===== src/shared/pdfs_regs.svh =====
// Offsets, field layout, reset values and pin masks of the port D upper pin selector.
// Assumes a 16-bit register port with byte offsets on an 8-bit address.
`ifndef PDFS_REGS_SVH
`define PDFS_REGS_SVH

// ----------------------------------------------------------------
// Register offsets
// ----------------------------------------------------------------
`define PDFS_OFS_FUNC_SEL 8'h00
`define PDFS_OFS_DIRECTION 8'h02
`define PDFS_OFS_PIN_LEVEL 8'h04
`define PDFS_OFS_EFF_FUNC 8'h06

// ----------------------------------------------------------------
// Field layout and reset values
// ----------------------------------------------------------------
`define PDFS_FIELD_W 2
`define PDFS_NPINS 8
`define PDFS_DIR_LSB 8
`define PDFS_FUNC_SEL_RST 16'h0000
`define PDFS_DIRECTION_RST 8'h00
`define PDFS_CODE_GPIO 2'h0
`define PDFS_CODE_BUS 2'h1
`define PDFS_CODE_ALT2 2'h2
`define PDFS_CODE_ALT3 2'h3

// ----------------------------------------------------------------
// Per-pin properties, bit i is pin 24+i
// ----------------------------------------------------------------
// Alternate function 2 always drives (transmit data, motor outputs)
`define PDFS_ALT2_OUT_MASK 8'h47
// Alternate function 2 follows the direction bit (serial clock)
`define PDFS_ALT2_DIR_MASK 8'h20
// Alternate function 3 exists (timer capture/compare); reserved elsewhere
`define PDFS_ALT3_VALID_MASK 8'hf8
// Idle levels fed to unselected peripheral inputs; receive data idles high
`define PDFS_ALT2_IDLE 8'h80
`define PDFS_ALT3_IDLE 8'h00

`endif


===== src/shared/pdfs_pkg.sv =====
// Types of the port D upper pin selector.
// Assumes nothing beyond the SystemVerilog package scope.
package pdfs_pkg;

  // ----------------------------------------------------------------
  // Effective pin function
  // ----------------------------------------------------------------
  typedef enum logic [1:0] {
    FN_GPIO = 2'b00,
    FN_BUS = 2'b01,
    FN_ALT2 = 2'b10,
    FN_ALT3 = 2'b11
  } pdfs_fn_e;

  // ----------------------------------------------------------------
  // State of the top module apart from the reset synchronizer
  // ----------------------------------------------------------------
  typedef struct packed {
    logic [15:0] func_sel;
    logic [7:0] direction;
    logic [15:0] rdata;
    logic [7:0] pin_out;
    logic [7:0] pin_oe;
    logic [7:0] gpio_in;
    logic [7:0] db_in;
    logic [7:0] alt2_in;
    logic [7:0] alt3_in;
  } pdfs_state_s;

endpackage


===== src/shared/pdfs_mux_if.sv =====
// Carrier between the selector's register/flop top and its routing matrix.
// Assumes both ends sit in one clock domain; all signals but select and direction are combinational.
interface pdfs_mux_if;
  logic [15:0] func_sel;
  logic [7:0] direction;
  logic single_chip;
  logic rom_dis_bus32;
  logic [7:0] pin_in;
  logic [7:0] gpio_out;
  logic [7:0] db_out;
  logic db_oe;
  logic [7:0] alt2_out;
  logic [7:0] alt3_out;
  logic [7:0] pin_out;
  logic [7:0] pin_oe;
  logic [7:0] db_in;
  logic [7:0] alt2_in;
  logic [7:0] alt3_in;
  logic [15:0] eff_func;

  modport ctl (
    output func_sel, direction, single_chip, rom_dis_bus32, pin_in,
    output gpio_out, db_out, db_oe, alt2_out, alt3_out,
    input pin_out, pin_oe, db_in, alt2_in, alt3_in, eff_func
  );
  modport mux (
    input func_sel, direction, single_chip, rom_dis_bus32, pin_in,
    input gpio_out, db_out, db_oe, alt2_out, alt3_out,
    output pin_out, pin_oe, db_in, alt2_in, alt3_in, eff_func
  );
endinterface


===== src/rtl/pdfs_pin_mux.sv =====
// Routing matrix of the port D upper pins: decode select codes and steer each pin.
// Assumes registered select and direction values arrive through the carrier.
`include "pdfs_regs.svh"
module pdfs_pin_mux (
  // Carrier to the top
  pdfs_mux_if.mux m
);

  // Per-pin masks as named constants so that each slice can pick its own bit
  localparam logic [7:0] alt2_out_mask = `PDFS_ALT2_OUT_MASK;
  localparam logic [7:0] alt2_dir_mask = `PDFS_ALT2_DIR_MASK;
  localparam logic [7:0] alt3_valid_mask = `PDFS_ALT3_VALID_MASK;
  localparam logic [7:0] alt2_idle = `PDFS_ALT2_IDLE;
  localparam logic [7:0] alt3_idle = `PDFS_ALT3_IDLE;

  // ----------------------------------------------------------------
  // One slice per pin
  // ----------------------------------------------------------------
  genvar i;
  generate
    for (i = 0; i < `PDFS_NPINS; i = i + 1) begin : g_pin
      logic [1:0] code;
      pdfs_pkg::pdfs_fn_e fn;
      logic alt2_oe;
      logic alt3_oe;

      assign code = m.func_sel[`PDFS_FIELD_W*i +: `PDFS_FIELD_W];

      // Operating mode overrides codes 00 and 01 only
      always_comb begin
        case (code)
          `PDFS_CODE_GPIO: fn = m.rom_dis_bus32 ? pdfs_pkg::FN_BUS : pdfs_pkg::FN_GPIO; // [RL11]
          `PDFS_CODE_BUS: fn = m.single_chip ? pdfs_pkg::FN_GPIO : pdfs_pkg::FN_BUS; // [RL12]
          `PDFS_CODE_ALT2: fn = pdfs_pkg::FN_ALT2;
          default: fn = pdfs_pkg::FN_ALT3;
        endcase
      end

      assign alt2_oe = alt2_out_mask[i] | (alt2_dir_mask[i] & m.direction[i]); // [RL14]
      // Reserved code on pins 26..24 leaves the pin undriven rather than guessing
      assign alt3_oe = alt3_valid_mask[i] & m.direction[i]; // [RL14] [RL9]

      // Routing per pin 24+i [RL1] [RL2] [RL3] [RL4] [RL5] [RL6] [RL7] [RL8]
      always_comb begin
        case (fn)
          pdfs_pkg::FN_GPIO: begin
            m.pin_out[i] = m.gpio_out[i];
            m.pin_oe[i] = m.direction[i]; // [RL14]
          end
          pdfs_pkg::FN_BUS: begin
            m.pin_out[i] = m.db_out[i];
            m.pin_oe[i] = m.db_oe;
          end
          pdfs_pkg::FN_ALT2: begin
            m.pin_out[i] = m.alt2_out[i];
            m.pin_oe[i] = alt2_oe;
          end
          default: begin
            m.pin_out[i] = m.alt3_out[i];
            m.pin_oe[i] = alt3_oe;
          end
        endcase
      end

      // Unselected peripherals see their idle level [RL15]
      assign m.db_in[i] = (fn == pdfs_pkg::FN_BUS) ? m.pin_in[i] : 1'h0;
      assign m.alt2_in[i] = (fn == pdfs_pkg::FN_ALT2) ? m.pin_in[i] : alt2_idle[i];
      assign m.alt3_in[i] = (fn == pdfs_pkg::FN_ALT3 && alt3_valid_mask[i]) ?
                            m.pin_in[i] : alt3_idle[i];
      assign m.eff_func[`PDFS_FIELD_W*i +: `PDFS_FIELD_W] = fn;
    end
  endgenerate

endmodule


===== src/rtl/pdfs_top.sv =====
// Pin-function selector for port D pins 31..24 with its select and direction registers.
// Assumes synchronous pin inputs, a 16-bit register port and static mode straps.
//
// Contract
// RL1: Pin 31 codes: GPIO, bus bit 31, serial 2 receive, timer 5 A.
// RL2: Pin 30 codes: GPIO, bus bit 30, serial 2 transmit, timer 4 B.
// RL3: Pin 29 codes: GPIO, bus bit 29, serial 2 clock, timer 4 A.
// RL4: Pin 28 codes: GPIO, bus bit 28, timer clock B, timer 3 D.
// RL5: Pin 27 codes: GPIO, bus bit 27, timer clock A, timer 3 C.
// RL6: Pin 26 codes: GPIO, bus bit 26, motor PWM W-phase output B.
// RL7: Pin 25 codes: GPIO, bus bit 25, motor PWM V-phase output B.
// RL8: Pin 24 codes: GPIO, bus bit 24, motor PWM U-phase output B.
// RL9: Software never writes code 11 for pins 26, 25 and 24.
// RL10: All select fields reset to 00, every pin starts as GPIO.
// RL11: ROM disabled with 32-bit area zero bus: code 00 means bus bit.
// RL12: Single-chip mode: code 01 means GPIO instead of bus bit.
// RL13: Only power-on reset clears select register; other resets leave it.
// RL14: GPIO, serial clock and timer pins drive when direction bit is 1.
// RL15: Unselected peripheral inputs see idle levels; only selected function drives pin.
`include "pdfs_regs.svh"
module pdfs_top (
  // Clock, reset, enable
  input wire logic SYS_CLK,
  input wire logic RSTN,
  input wire logic CE,
  // Register port
  input wire logic [7:0] ADDR,
  input wire logic [15:0] WDATA,
  input wire logic WR,
  input wire logic RD,
  output logic [15:0] RDATA,
  // Operating mode
  input wire logic SINGLE_CHIP_MODE,
  input wire logic ROM_DIS_BUS32_MODE,
  // Pins, bit i is pin 24+i
  input wire logic [7:0] PIN_IN,
  output logic [7:0] PIN_OUT,
  output logic [7:0] PIN_OE,
  // General I/O port data
  input wire logic [7:0] GPIO_OUT,
  output logic [7:0] GPIO_IN,
  // External data bus bits 31..24
  input wire logic [7:0] DB_OUT,
  input wire logic DB_OE,
  output logic [7:0] DB_IN,
  // Serial channel 2
  output logic SERIAL2_RECEIVE_IN,
  input wire logic SERIAL2_TRANSMIT_OUT,
  input wire logic SERIAL2_CLOCK_IO_OUT,
  output logic SERIAL2_CLOCK_IO_IN,
  // Timer pulse unit
  output logic TIMER_EXT_CLOCK_A,
  output logic TIMER_EXT_CLOCK_B,
  input wire logic TIMER_CH5_CAPCOMP_A_OUT,
  output logic TIMER_CH5_CAPCOMP_A_IN,
  input wire logic TIMER_CH4_CAPCOMP_B_OUT,
  output logic TIMER_CH4_CAPCOMP_B_IN,
  input wire logic TIMER_CH4_CAPCOMP_A_OUT,
  output logic TIMER_CH4_CAPCOMP_A_IN,
  input wire logic TIMER_CH3_CAPCOMP_D_OUT,
  output logic TIMER_CH3_CAPCOMP_D_IN,
  input wire logic TIMER_CH3_CAPCOMP_C_OUT,
  output logic TIMER_CH3_CAPCOMP_C_IN,
  // Motor PWM timer
  input wire logic MOTOR_PWM_W_OUT_B,
  input wire logic MOTOR_PWM_V_OUT_B,
  input wire logic MOTOR_PWM_U_OUT_B
);

  // ----------------------------------------------------------------
  // Reset release
  // ----------------------------------------------------------------
  logic [1:0] rst_sync_ff;
  logic rst_n;

  // RSTN is the external power-on reset; nothing else clears this block [RL13]
  always_ff @(posedge SYS_CLK or negedge RSTN) begin
    if (!RSTN) begin
      rst_sync_ff <= 2'h0;
    end else if (CE) begin
      rst_sync_ff <= {rst_sync_ff[0], 1'h1};
    end
  end

  assign rst_n = rst_sync_ff[1];

  // ----------------------------------------------------------------
  // State
  // ----------------------------------------------------------------
  pdfs_pkg::pdfs_state_s state_ff;
  pdfs_pkg::pdfs_state_s nxt_state;
  pdfs_mux_if mux_if ();

  // ----------------------------------------------------------------
  // Routing matrix
  // ----------------------------------------------------------------
  assign mux_if.func_sel = state_ff.func_sel;
  assign mux_if.direction = state_ff.direction;
  assign mux_if.single_chip = SINGLE_CHIP_MODE;
  assign mux_if.rom_dis_bus32 = ROM_DIS_BUS32_MODE;
  assign mux_if.pin_in = PIN_IN;
  assign mux_if.gpio_out = GPIO_OUT;
  assign mux_if.db_out = DB_OUT;
  assign mux_if.db_oe = DB_OE;
  // Bit slots of unused functions are zero; the matrix never enables the pin for them
  assign mux_if.alt2_out = {1'h0, SERIAL2_TRANSMIT_OUT, SERIAL2_CLOCK_IO_OUT, 2'h0,
                            MOTOR_PWM_W_OUT_B, MOTOR_PWM_V_OUT_B, MOTOR_PWM_U_OUT_B};
  assign mux_if.alt3_out = {TIMER_CH5_CAPCOMP_A_OUT, TIMER_CH4_CAPCOMP_B_OUT,
                            TIMER_CH4_CAPCOMP_A_OUT, TIMER_CH3_CAPCOMP_D_OUT,
                            TIMER_CH3_CAPCOMP_C_OUT, 3'h0};

  pdfs_pin_mux u_pin_mux (
    .m (mux_if.mux)
  );

  // ----------------------------------------------------------------
  // Next state
  // ----------------------------------------------------------------
  logic wr_sel;
  logic wr_dir;

  assign wr_sel = WR && (ADDR == `PDFS_OFS_FUNC_SEL);
  assign wr_dir = WR && (ADDR == `PDFS_OFS_DIRECTION);

  always_comb begin
    nxt_state = state_ff;
    // Select and direction are plain storage; code 11 on the motor pins is taken as written
    if (wr_sel) begin
      nxt_state.func_sel = WDATA; // [RL1] [RL2] [RL3] [RL4] [RL5] [RL6] [RL7] [RL8]
    end
    if (wr_dir) begin
      nxt_state.direction = WDATA[`PDFS_DIR_LSB +: `PDFS_NPINS]; // [RL14]
    end
    // Read data stand for the one cycle after the strobe only
    nxt_state.rdata = 16'h0000;
    if (RD) begin
      case (ADDR)
        `PDFS_OFS_FUNC_SEL: nxt_state.rdata = state_ff.func_sel;
        `PDFS_OFS_DIRECTION: nxt_state.rdata = {state_ff.direction, 8'h00};
        `PDFS_OFS_PIN_LEVEL: nxt_state.rdata = {8'h00, state_ff.gpio_in};
        `PDFS_OFS_EFF_FUNC: nxt_state.rdata = mux_if.eff_func;
        default: nxt_state.rdata = 16'h0000;
      endcase
    end
    // Registering pin paths costs a cycle but keeps every output glitch free
    nxt_state.pin_out = mux_if.pin_out;
    nxt_state.pin_oe = mux_if.pin_oe; // [RL15]
    nxt_state.gpio_in = PIN_IN;
    nxt_state.db_in = mux_if.db_in;
    nxt_state.alt2_in = mux_if.alt2_in; // [RL15]
    nxt_state.alt3_in = mux_if.alt3_in; // [RL15]
  end

  // ----------------------------------------------------------------
  // State register
  // ----------------------------------------------------------------
  always_ff @(posedge SYS_CLK or negedge rst_n) begin
    if (!rst_n) begin
      state_ff.func_sel <= `PDFS_FUNC_SEL_RST; // [RL10] [RL13]
      state_ff.direction <= `PDFS_DIRECTION_RST;
      state_ff.rdata <= 16'h0000;
      state_ff.pin_out <= 8'h00;
      state_ff.pin_oe <= 8'h00;
      state_ff.gpio_in <= 8'h00;
      state_ff.db_in <= 8'h00;
      state_ff.alt2_in <= `PDFS_ALT2_IDLE; // [RL15]
      state_ff.alt3_in <= `PDFS_ALT3_IDLE;
    end else if (CE) begin
      state_ff <= nxt_state;
    end
  end

  // ----------------------------------------------------------------
  // Outputs
  // ----------------------------------------------------------------
  assign RDATA = state_ff.rdata;
  assign PIN_OUT = state_ff.pin_out;
  assign PIN_OE = state_ff.pin_oe;
  assign GPIO_IN = state_ff.gpio_in;
  assign DB_IN = state_ff.db_in;
  assign SERIAL2_RECEIVE_IN = state_ff.alt2_in[7];
  assign SERIAL2_CLOCK_IO_IN = state_ff.alt2_in[5];
  assign TIMER_EXT_CLOCK_B = state_ff.alt2_in[4];
  assign TIMER_EXT_CLOCK_A = state_ff.alt2_in[3];
  assign TIMER_CH5_CAPCOMP_A_IN = state_ff.alt3_in[7];
  assign TIMER_CH4_CAPCOMP_B_IN = state_ff.alt3_in[6];
  assign TIMER_CH4_CAPCOMP_A_IN = state_ff.alt3_in[5];
  assign TIMER_CH3_CAPCOMP_D_IN = state_ff.alt3_in[4];
  assign TIMER_CH3_CAPCOMP_C_IN = state_ff.alt3_in[3];

endmodule


===== config.mk =====
export PLATFORM = sky130hd
export DESIGN_NAME = pdfs_top
export DESIGN_NICKNAME = d
export VERILOG_FILES = /design/src/shared/pdfs_pkg.sv /design/src/shared/pdfs_mux_if.sv /design/src/rtl/pdfs_pin_mux.sv /design/src/rtl/pdfs_top.sv
export VERILOG_INCLUDE_DIRS = /design/src /design/src/shared
export SDC_FILE = /design/constraint.sdc
export NUM_CORES = 1
export LEC_CHECK = 0
export BUFFER_PORTS_ARGS = -buffer_cell sky130_fd_sc_hd__buf_4
export CORE_ASPECT_RATIO = 0.7
export CORE_MARGIN = 4
export CORE_UTILIZATION = 52
export CTS_CLUSTER_SIZE = 24
export DETAILED_ROUTE_END_ITERATION = 16
export PLACE_DENSITY = 0.83
export REMOVE_ABC_BUFFERS = 1
export SYNTH_ARGS = -nofsm -noshare
export SYNTH_HDL_FRONTEND = slang
export SYNTH_SLANG_ARGS = --single-unit
export TNS_END_PERCENT = 1

===== constraint.sdc =====
create_clock -name SYS_CLK -period 3.2 [get_ports SYS_CLK]
set_input_delay 0.48 -clock SYS_CLK [delete_from_list [all_inputs] [get_ports SYS_CLK]]
set_output_delay 0.48 -clock SYS_CLK [all_outputs]
set_load 0.005 [all_outputs]

==> flow_metrics.env, run 1 <==
export IMPL_status="completed"
export IMPL_critPathArrivalTime_ps=2300
export IMPL_synth_compound_area_share_pct=14.6
export IMPL_worst_pin_slew_ps=726
export IMPL_synth_top_cell_area_share_pct=48.4
export IMPL_ys_seq_area_share_pct=49.0
export IMPL_post_cts_resized=0
export IMPL_dr_total_vias=3488
export IMPL_cts_tree="built"
export IMPL_nets=592
export IMPL_core_area_um2=7910
export IMPL_start_util_pct=53.6
export IMPL_clk_path_buf_depth=2
export IMPL_yosysUniqueCellTypes=41
export IMPL_synth_top_area_cell="dfrtp_1"
export IMPL_ant_nets=0
export IMPL_dr_wl_met3_um=1250
export IMPL_total_power_mw=2.63
export IMPL_gp_congestion=0.791
export IMPL_fin_skew_ps=7.99
export IMPL_routed_via_density=5.65
export IMPL_cts_hold_buf=1
export IMPL_antenna_cells=0
export IMPL_grt_antenna_before_repair=0
export IMPL_required_ps=3420
export IMPL_cp_cell_sequence="nor2b_1, o21ai_0, inv_1, ha_1, a22oi_1, o21ai_0, mux2_2"
export IMPL_post_cts_setup_buffers=0
export IMPL_cp_max_fo=8
export IMPL_grt_pass1_vias=3399
export IMPL_drive_gt1_share_pct=36.2
export IMPL_clk_pin_slew_worst_paths_ps=60
export IMPL_setup_viol=0
export IMPL_overflow=0
export IMPL_n_fill_cell=614
export IMPL_maxSlewHeadroom_pct=51.4
export IMPL_finalCriticalPeriod_ps=2080
export IMPL_ys_top_cells_by_count="dfrtp_1, inv_1, o21ai_0, mux2_2, nor2_1"
export IMPL_grt_total_usage_pct=23.3
export IMPL_grt_pass1_wl_um=17600
export IMPL_leakage_nw=2.66
export IMPL_max_cap_violations=0
export IMPL_tns_ps=0
export IMPL_clk_latency_ps=340
export IMPL_synthTopCellsByArea="dfrtp_1, mux2_2, ha_1"
export IMPL_synth_seq_cells=83
export IMPL_synth_async_reset_ratio_pct=100
export IMPL_period_share_pct=64.9
export IMPL_muxShareOfSynthArea_pct=14.3
export IMPL_slew_viol_final=0
export IMPL_wl_per_cell_um=18.1
export IMPL_crit_path_top_delay_cell="dfrtp_1"
export IMPL_start_kind="register"
export IMPL_irDropWorstVdd_mv=0.320
export IMPL_die_h_um=83.6
export IMPL_path_class="register to register"
export IMPL_timing_critical_path_mode_cell="o21ai_0"
export IMPL_wirelength_met1_um=4770
export IMPL_yosysWarnings=0
export IMPL_row_count=27
export IMPL_synth_edf_count=0
export IMPL_grt_setup_unrepaired="no"
export IMPL_yosys_area_share_simple_pct=11.3
export IMPL_power_density_nw_per_um2=473
export IMPL_area_growth_pct=30.8
export IMPL_hold_class="register to asynchronous set/reset pin"
export IMPL_htreeDepth=3
export IMPL_met2_length_um=5090
export IMPL_end_kind="register"
export IMPL_synthAdderAreaFrac_pct=4.43
export IMPL_ios=123
export IMPL_synth_flop_cell="dfrtp_1"
export IMPL_syn_area_per_cell_um2=10.6
export IMPL_highest_layer="met4"
export IMPL_drtPass1Iterations=5
export IMPL_drt_wl_total_um=11200
export IMPL_synthXorXnorAreaFrac_pct=0
export IMPL_dp_hpwl_um=7780
export IMPL_cts_root_buf="clkbuf_16"
export IMPL_clock_fmax_mhz=481
export IMPL_synth_top_family_by_area="compound AO/OA/AOI/OAI gates"
export IMPL_critPathMaxStageDelay_ps=500
export IMPL_synthCells=400
export IMPL_initialDrtViolationCount=194
export IMPL_cts_sinks=83
export IMPL_hold_viol=0
export IMPL_syn_area_um2=4240
export IMPL_placement_io_buffers=122
export IMPL_cts_buffers=9
export IMPL_grt_max_degree=46
export IMPL_drc=0
export IMPL_yosysMostFrequentCell="dfrtp_1"
export IMPL_dieWidth_um=116
export IMPL_dieArea_um2=9690
kinds of logic (layout without fill, tap and decap cells):
| family | count (synthesis) | count (layout) |
|---|---|---|
| buffers and inverters | 68 | 184 |
| DFF | 83 | 83 |
| muxes | 52 | 52 |
| AOI/OAI and AO/OA | 97 | 97 |
| and+or+nand+nor | 85 | 85 |
| adders and majority gates | 15 | 15 |
per-stage QoR:
stage / instance area [µm²] / hold slack (ps) / instances / util (%) / setup WS, ps
3_5_place_dp: 5200 / 264 / 600 / 65.8 / 890
2_1_floorplan: 4120 / 184 / 373 / - / 677
3_3_place_gp: 5200 / 262 / 600 / 65.8 / 1020
6_report: 5550 / 299 / 617 / 70.1 / 1120
4_1_cts: 5550 / 322 / 617 / 70.1 / 1130
5_1_grt: 5550 / 356 / 617 / 70.1 / 940
placed cells by master (no fill, tap or decap), drive strengths merged:
master and count:
a31o 2, a211oi 3, or2 1, a22o 1, nor3b 5, o221ai 4
mux2i 14, o31a 1, clkbuf 11, bufinv 3, clkinvlp 1, a31oi 4
o32ai 2, dfrtp 82, a2bb2oi 1, inv 41, nand4b 2, nor2 19
ha 15, dlygate4sd3 1, dfstp 1, and4b 1, nand2 17, a21oi 15
nand3b 5, nand3 11, a311o 1, nor4b 1, clkinv 1, o22a 6
nand2b 8, nand4 1, o21ai 29, nor2b 14, a22oi 11, mux2 38
a211o 2, buf 126, o22ai 15
worst paths after layout:
path                       depth (start not counted)  slack, ps                start                  to
min                                                0        300       rst_sync_ff[1]          PIN_OUT[1]
max in group asynchronous                          1       1930       rst_sync_ff[1]          GPIO_IN[5]
max                                                7       1120  mux_if.func_sel[15]          PIN_OUT[7]
min reg2reg                                        0        300       rst_sync_ff[1]          PIN_OUT[1]
max reg2reg                                        7       1120  mux_if.func_sel[15]          PIN_OUT[7]
min in group SYS_CLK                               2        370             WDATA[5]  mux_if.func_sel[5]
worst max-delay path: cells and delay by family, from the launching register on:
family / cells / cell delay (ps)
AOI/OAI and AO/OA: 3 / 690
adders and majority gates: 1 / 270
buffers and inverters: 1 / 170
DFF: 1 / 500
muxes: 1 / 260
and+or+nand+nor: 1 / 80
registers in the layout, summed over array words and instances, names as in the netlist:
| register | cells |
|---|---|
| DB_IN | 8 |
| TIMER_CH5_CAPCOMP_A_IN | 1 |
| SERIAL2_RECEIVE_IN | 1 |
| rst_sync_ff | 2 |
| TIMER_EXT_CLOCK_A | 1 |
| TIMER_CH3_CAPCOMP_C_IN | 1 |
| GPIO_IN | 8 |
| TIMER_CH3_CAPCOMP_D_IN | 1 |
| TIMER_CH4_CAPCOMP_A_IN | 1 |
| RDATA | 16 |
| PIN_OE | 8 |
| PIN_OUT | 8 |
| TIMER_CH4_CAPCOMP_B_IN | 1 |
| mux_if.direction | 8 |
| mux_if.func_sel | 16 |
| TIMER_EXT_CLOCK_B | 1 |
| SERIAL2_CLOCK_IO_IN | 1 |
power by group:
group          switching, mW  internal [mW]  leakage, nW
registers             0.0407           1.10         1.08
logic                  0.136          0.175         1.43
clock network          0.412          0.762        0.160
layer usage:
layer	global-route usage, %	up-vias
li1	-	1616
met1	33.0	1717
met3	7.61	8
met2	35.2	147
met4	4.43	0
met5	0	-
cell type report:
| type | instances | area [µm²] | area share [%] |
|---|---|---|---|
| flip-flops and latches | 83 | 2080 | 37.5 |
| multi-input cells | 249 | 1890 | 34.1 |
| repair buffers | 127 | 956 | 17.2 |
| clock buffers | 11 | 233 | 4.20 |
| inverters | 41 | 154 | 2.78 |
| well taps | 101 | 126 | 2.28 |
| clock inverters | 5 | 103 | 1.85 |
Power figures use the tool's default switching activity.
==> run 2: changes to the inputs <==
Settings changed: CORE_UTILIZATION 52 to 47, PLACE_DENSITY 0.83 to 0.79.
Clock period 3.2 ns to 1.7 ns, I/O delays scaled along.
==> run 2 against run 1 <==
First-iteration DRC count increased by 19%. Register-to-register slack got worse by 1000 ps. Combinational power increased by 100%. Core utilization decreased by 3.0 points.
==> flow_metrics.env, run 2 (synthesis gave the netlist of run 1 again) <==
export IMPL_status="completed"
export IMPL_finalCriticalPeriod_ps=1620
export IMPL_tns_ps=0
export IMPL_hold_class="primary input to register"
export IMPL_seq_power_share_pct=43.4
export IMPL_drtPass1Iterations=4
export IMPL_end_kind="register"
export IMPL_clk_pin_slew_worst_paths_ps=60
export IMPL_slew_viol_final=0
export IMPL_critPathBufInv=2
export IMPL_worst_pin_slew_ps=612
export IMPL_clock_fmax_mhz=618
export IMPL_dr_total_vias=3496
export IMPL_critPathMaxStageDelay_ps=440
export IMPL_grt_pass1_vias=3630
export IMPL_switching_share_pct=22.9
export IMPL_critPathArrivalTime_ps=1840
export IMPL_dieWidth_um=122
export IMPL_overflow=0
export IMPL_period_share_pct=95.1
export IMPL_cts_root_buf="clkbuf_16"
export IMPL_maxSlewHeadroom_pct=59.1
export IMPL_final_common_cell="buf_4"
export IMPL_required_ps=1920
export IMPL_placement_io_buffers=122
export IMPL_antenna_cells=0
export IMPL_total_power_mw=4.94
export IMPL_clk_latency_ps=330
export IMPL_r2r_start="mux_if.func_sel[9]"
export IMPL_crit_start="mux_if.func_sel[9]"
export IMPL_routed_via_density=5.31
export IMPL_cts_tree="built"
export IMPL_grt_antenna_before_repair=0
export IMPL_irDropWorstVdd_mv=0.425
export IMPL_gp_congestion=0.868
export IMPL_final_cell_mix="buf_4, dfrtp_1, inv_1"
export IMPL_hold_ws_ps=152
export IMPL_crit_path_top_delay_cell="dfrtp_2"
export IMPL_power_internal_mw=3.81
export IMPL_grt_total_usage_pct=22.9
export IMPL_min_from="WDATA[0]"
export IMPL_core_area_um2=8620
export IMPL_hold_viol=0
export IMPL_switchingPower_mw=1.13
export IMPL_cp_max_fo=5
export IMPL_dp_hpwl_um=8450
export IMPL_leakage_nw=2.79
export IMPL_clkPwrFrac_pct=43.7
export IMPL_final_cells=658
export IMPL_cp_cell_sequence="nand3b_1, o21ai_2, inv_1, buf_4, ha_1, nand2_1, o21ai_1, mux2_2"
export IMPL_fin_skew_ps=5.55
export IMPL_grt_max_degree=91
export IMPL_max_cap_violations=0
export IMPL_area_growth_pct=36.6
export IMPL_crit_family="flip-flops"
export IMPL_path_class="register to register"
export IMPL_initialDrtViolationCount=230
export IMPL_dp_cells=638
export IMPL_start_kind="register"
export IMPL_cts_sinks=83
export IMPL_grt_pass1_wl_um=18800
export IMPL_row_count=28
export IMPL_wl_per_cell_um=17.9
export IMPL_start_util_pct=49.2
export IMPL_clk_path_buf_depth=2
export IMPL_n_fill_cell=700
export IMPL_drc=0
export IMPL_cts_buffers=9
export IMPL_ios=123
export IMPL_die_h_um=87.5
export IMPL_ant_nets=0
export IMPL_setup_viol=0
export IMPL_htreeDepth=3
export IMPL_nets=614
export IMPL_drive_gt1_share_pct=40.1
export IMPL_power_density_nw_per_um2=853
export IMPL_drt_wl_total_um=11800
export IMPL_dieArea_um2=10600
export IMPL_comb_power_share_pct=12.8
[run 2: area by class of cell]
type                            instances  area, µm²  area share, %
Sequential cell                        83       2080           36.0
Inverter                               41        154           2.66
Multi-Input combinational cell        249       1910           32.9
Clock buffer                           11        253           4.36
Timing Repair Buffer                  149       1160           20.0
Tap cell                              120        150           2.59
Clock inverter                          5       85.1           1.47
[run 2: per-layer routing]
metal / routed length, µm / vias to the layer above / track usage, %
li1: - / 1665 / -
met1: 5130 / 1674 / 31.1
met2: 5390 / 145 / 36.2
met3: 1180 / 12 / 7.73
met4: 83 / 0 / 4.27
met5: 0 / - / 0
[run 2: power groups by stage]
stage | logic, mW | clock network [mW] | registers (mW)
after floorplan | 0.223 | 0 | 2.17
after global placement | 0.600 | 0 | 2.18
after detailed placement | 0.620 | 0 | 2.18
after CTS | 0.626 | 2.20 | 2.14
after global routing | 0.692 | 2.28 | 2.16
final | 0.633 | 2.16 | 2.15
[run 2: through the flow]
| stage | setup WS, ps | area (µm²) | util [%] |
|---|---|---|---|
| finish | 83.1 | 5790 | 67.2 |
| detailed placement | -85.6 | 5400 | 62.7 |
| global placement | 20.4 | 5400 | 62.7 |
| CTS | 15.0 | 5750 | 66.7 |
| global route | -26.2 | 5790 | 67.2 |
| floorplan | -823 | 4120 | - |
[run 2: timing repair]
action / 4_1_cts / 5_1_grt
gates resized for setup: 0 / 10
endpoints found under the hold margin: 2 / 0
setup endpoints to repair: 0 / 5
setup buffers: 0 / 3
hold buffers: 1 / 0
[run 2: final timing paths]
kind,slack (ps),cells past startpoint,end
worst max-delay path,80,8,PIN_OUT[4]
worst min-delay path,150,2,mux_if.func_sel[0]
worst max register to register,80,8,PIN_OUT[4]
worst min register to register,360,1,PIN_OUT[1]
max in group asynchronous,970,1,SERIAL2_RECEIVE_IN
min in group asynchronous,230,2,rst_sync_ff[1]
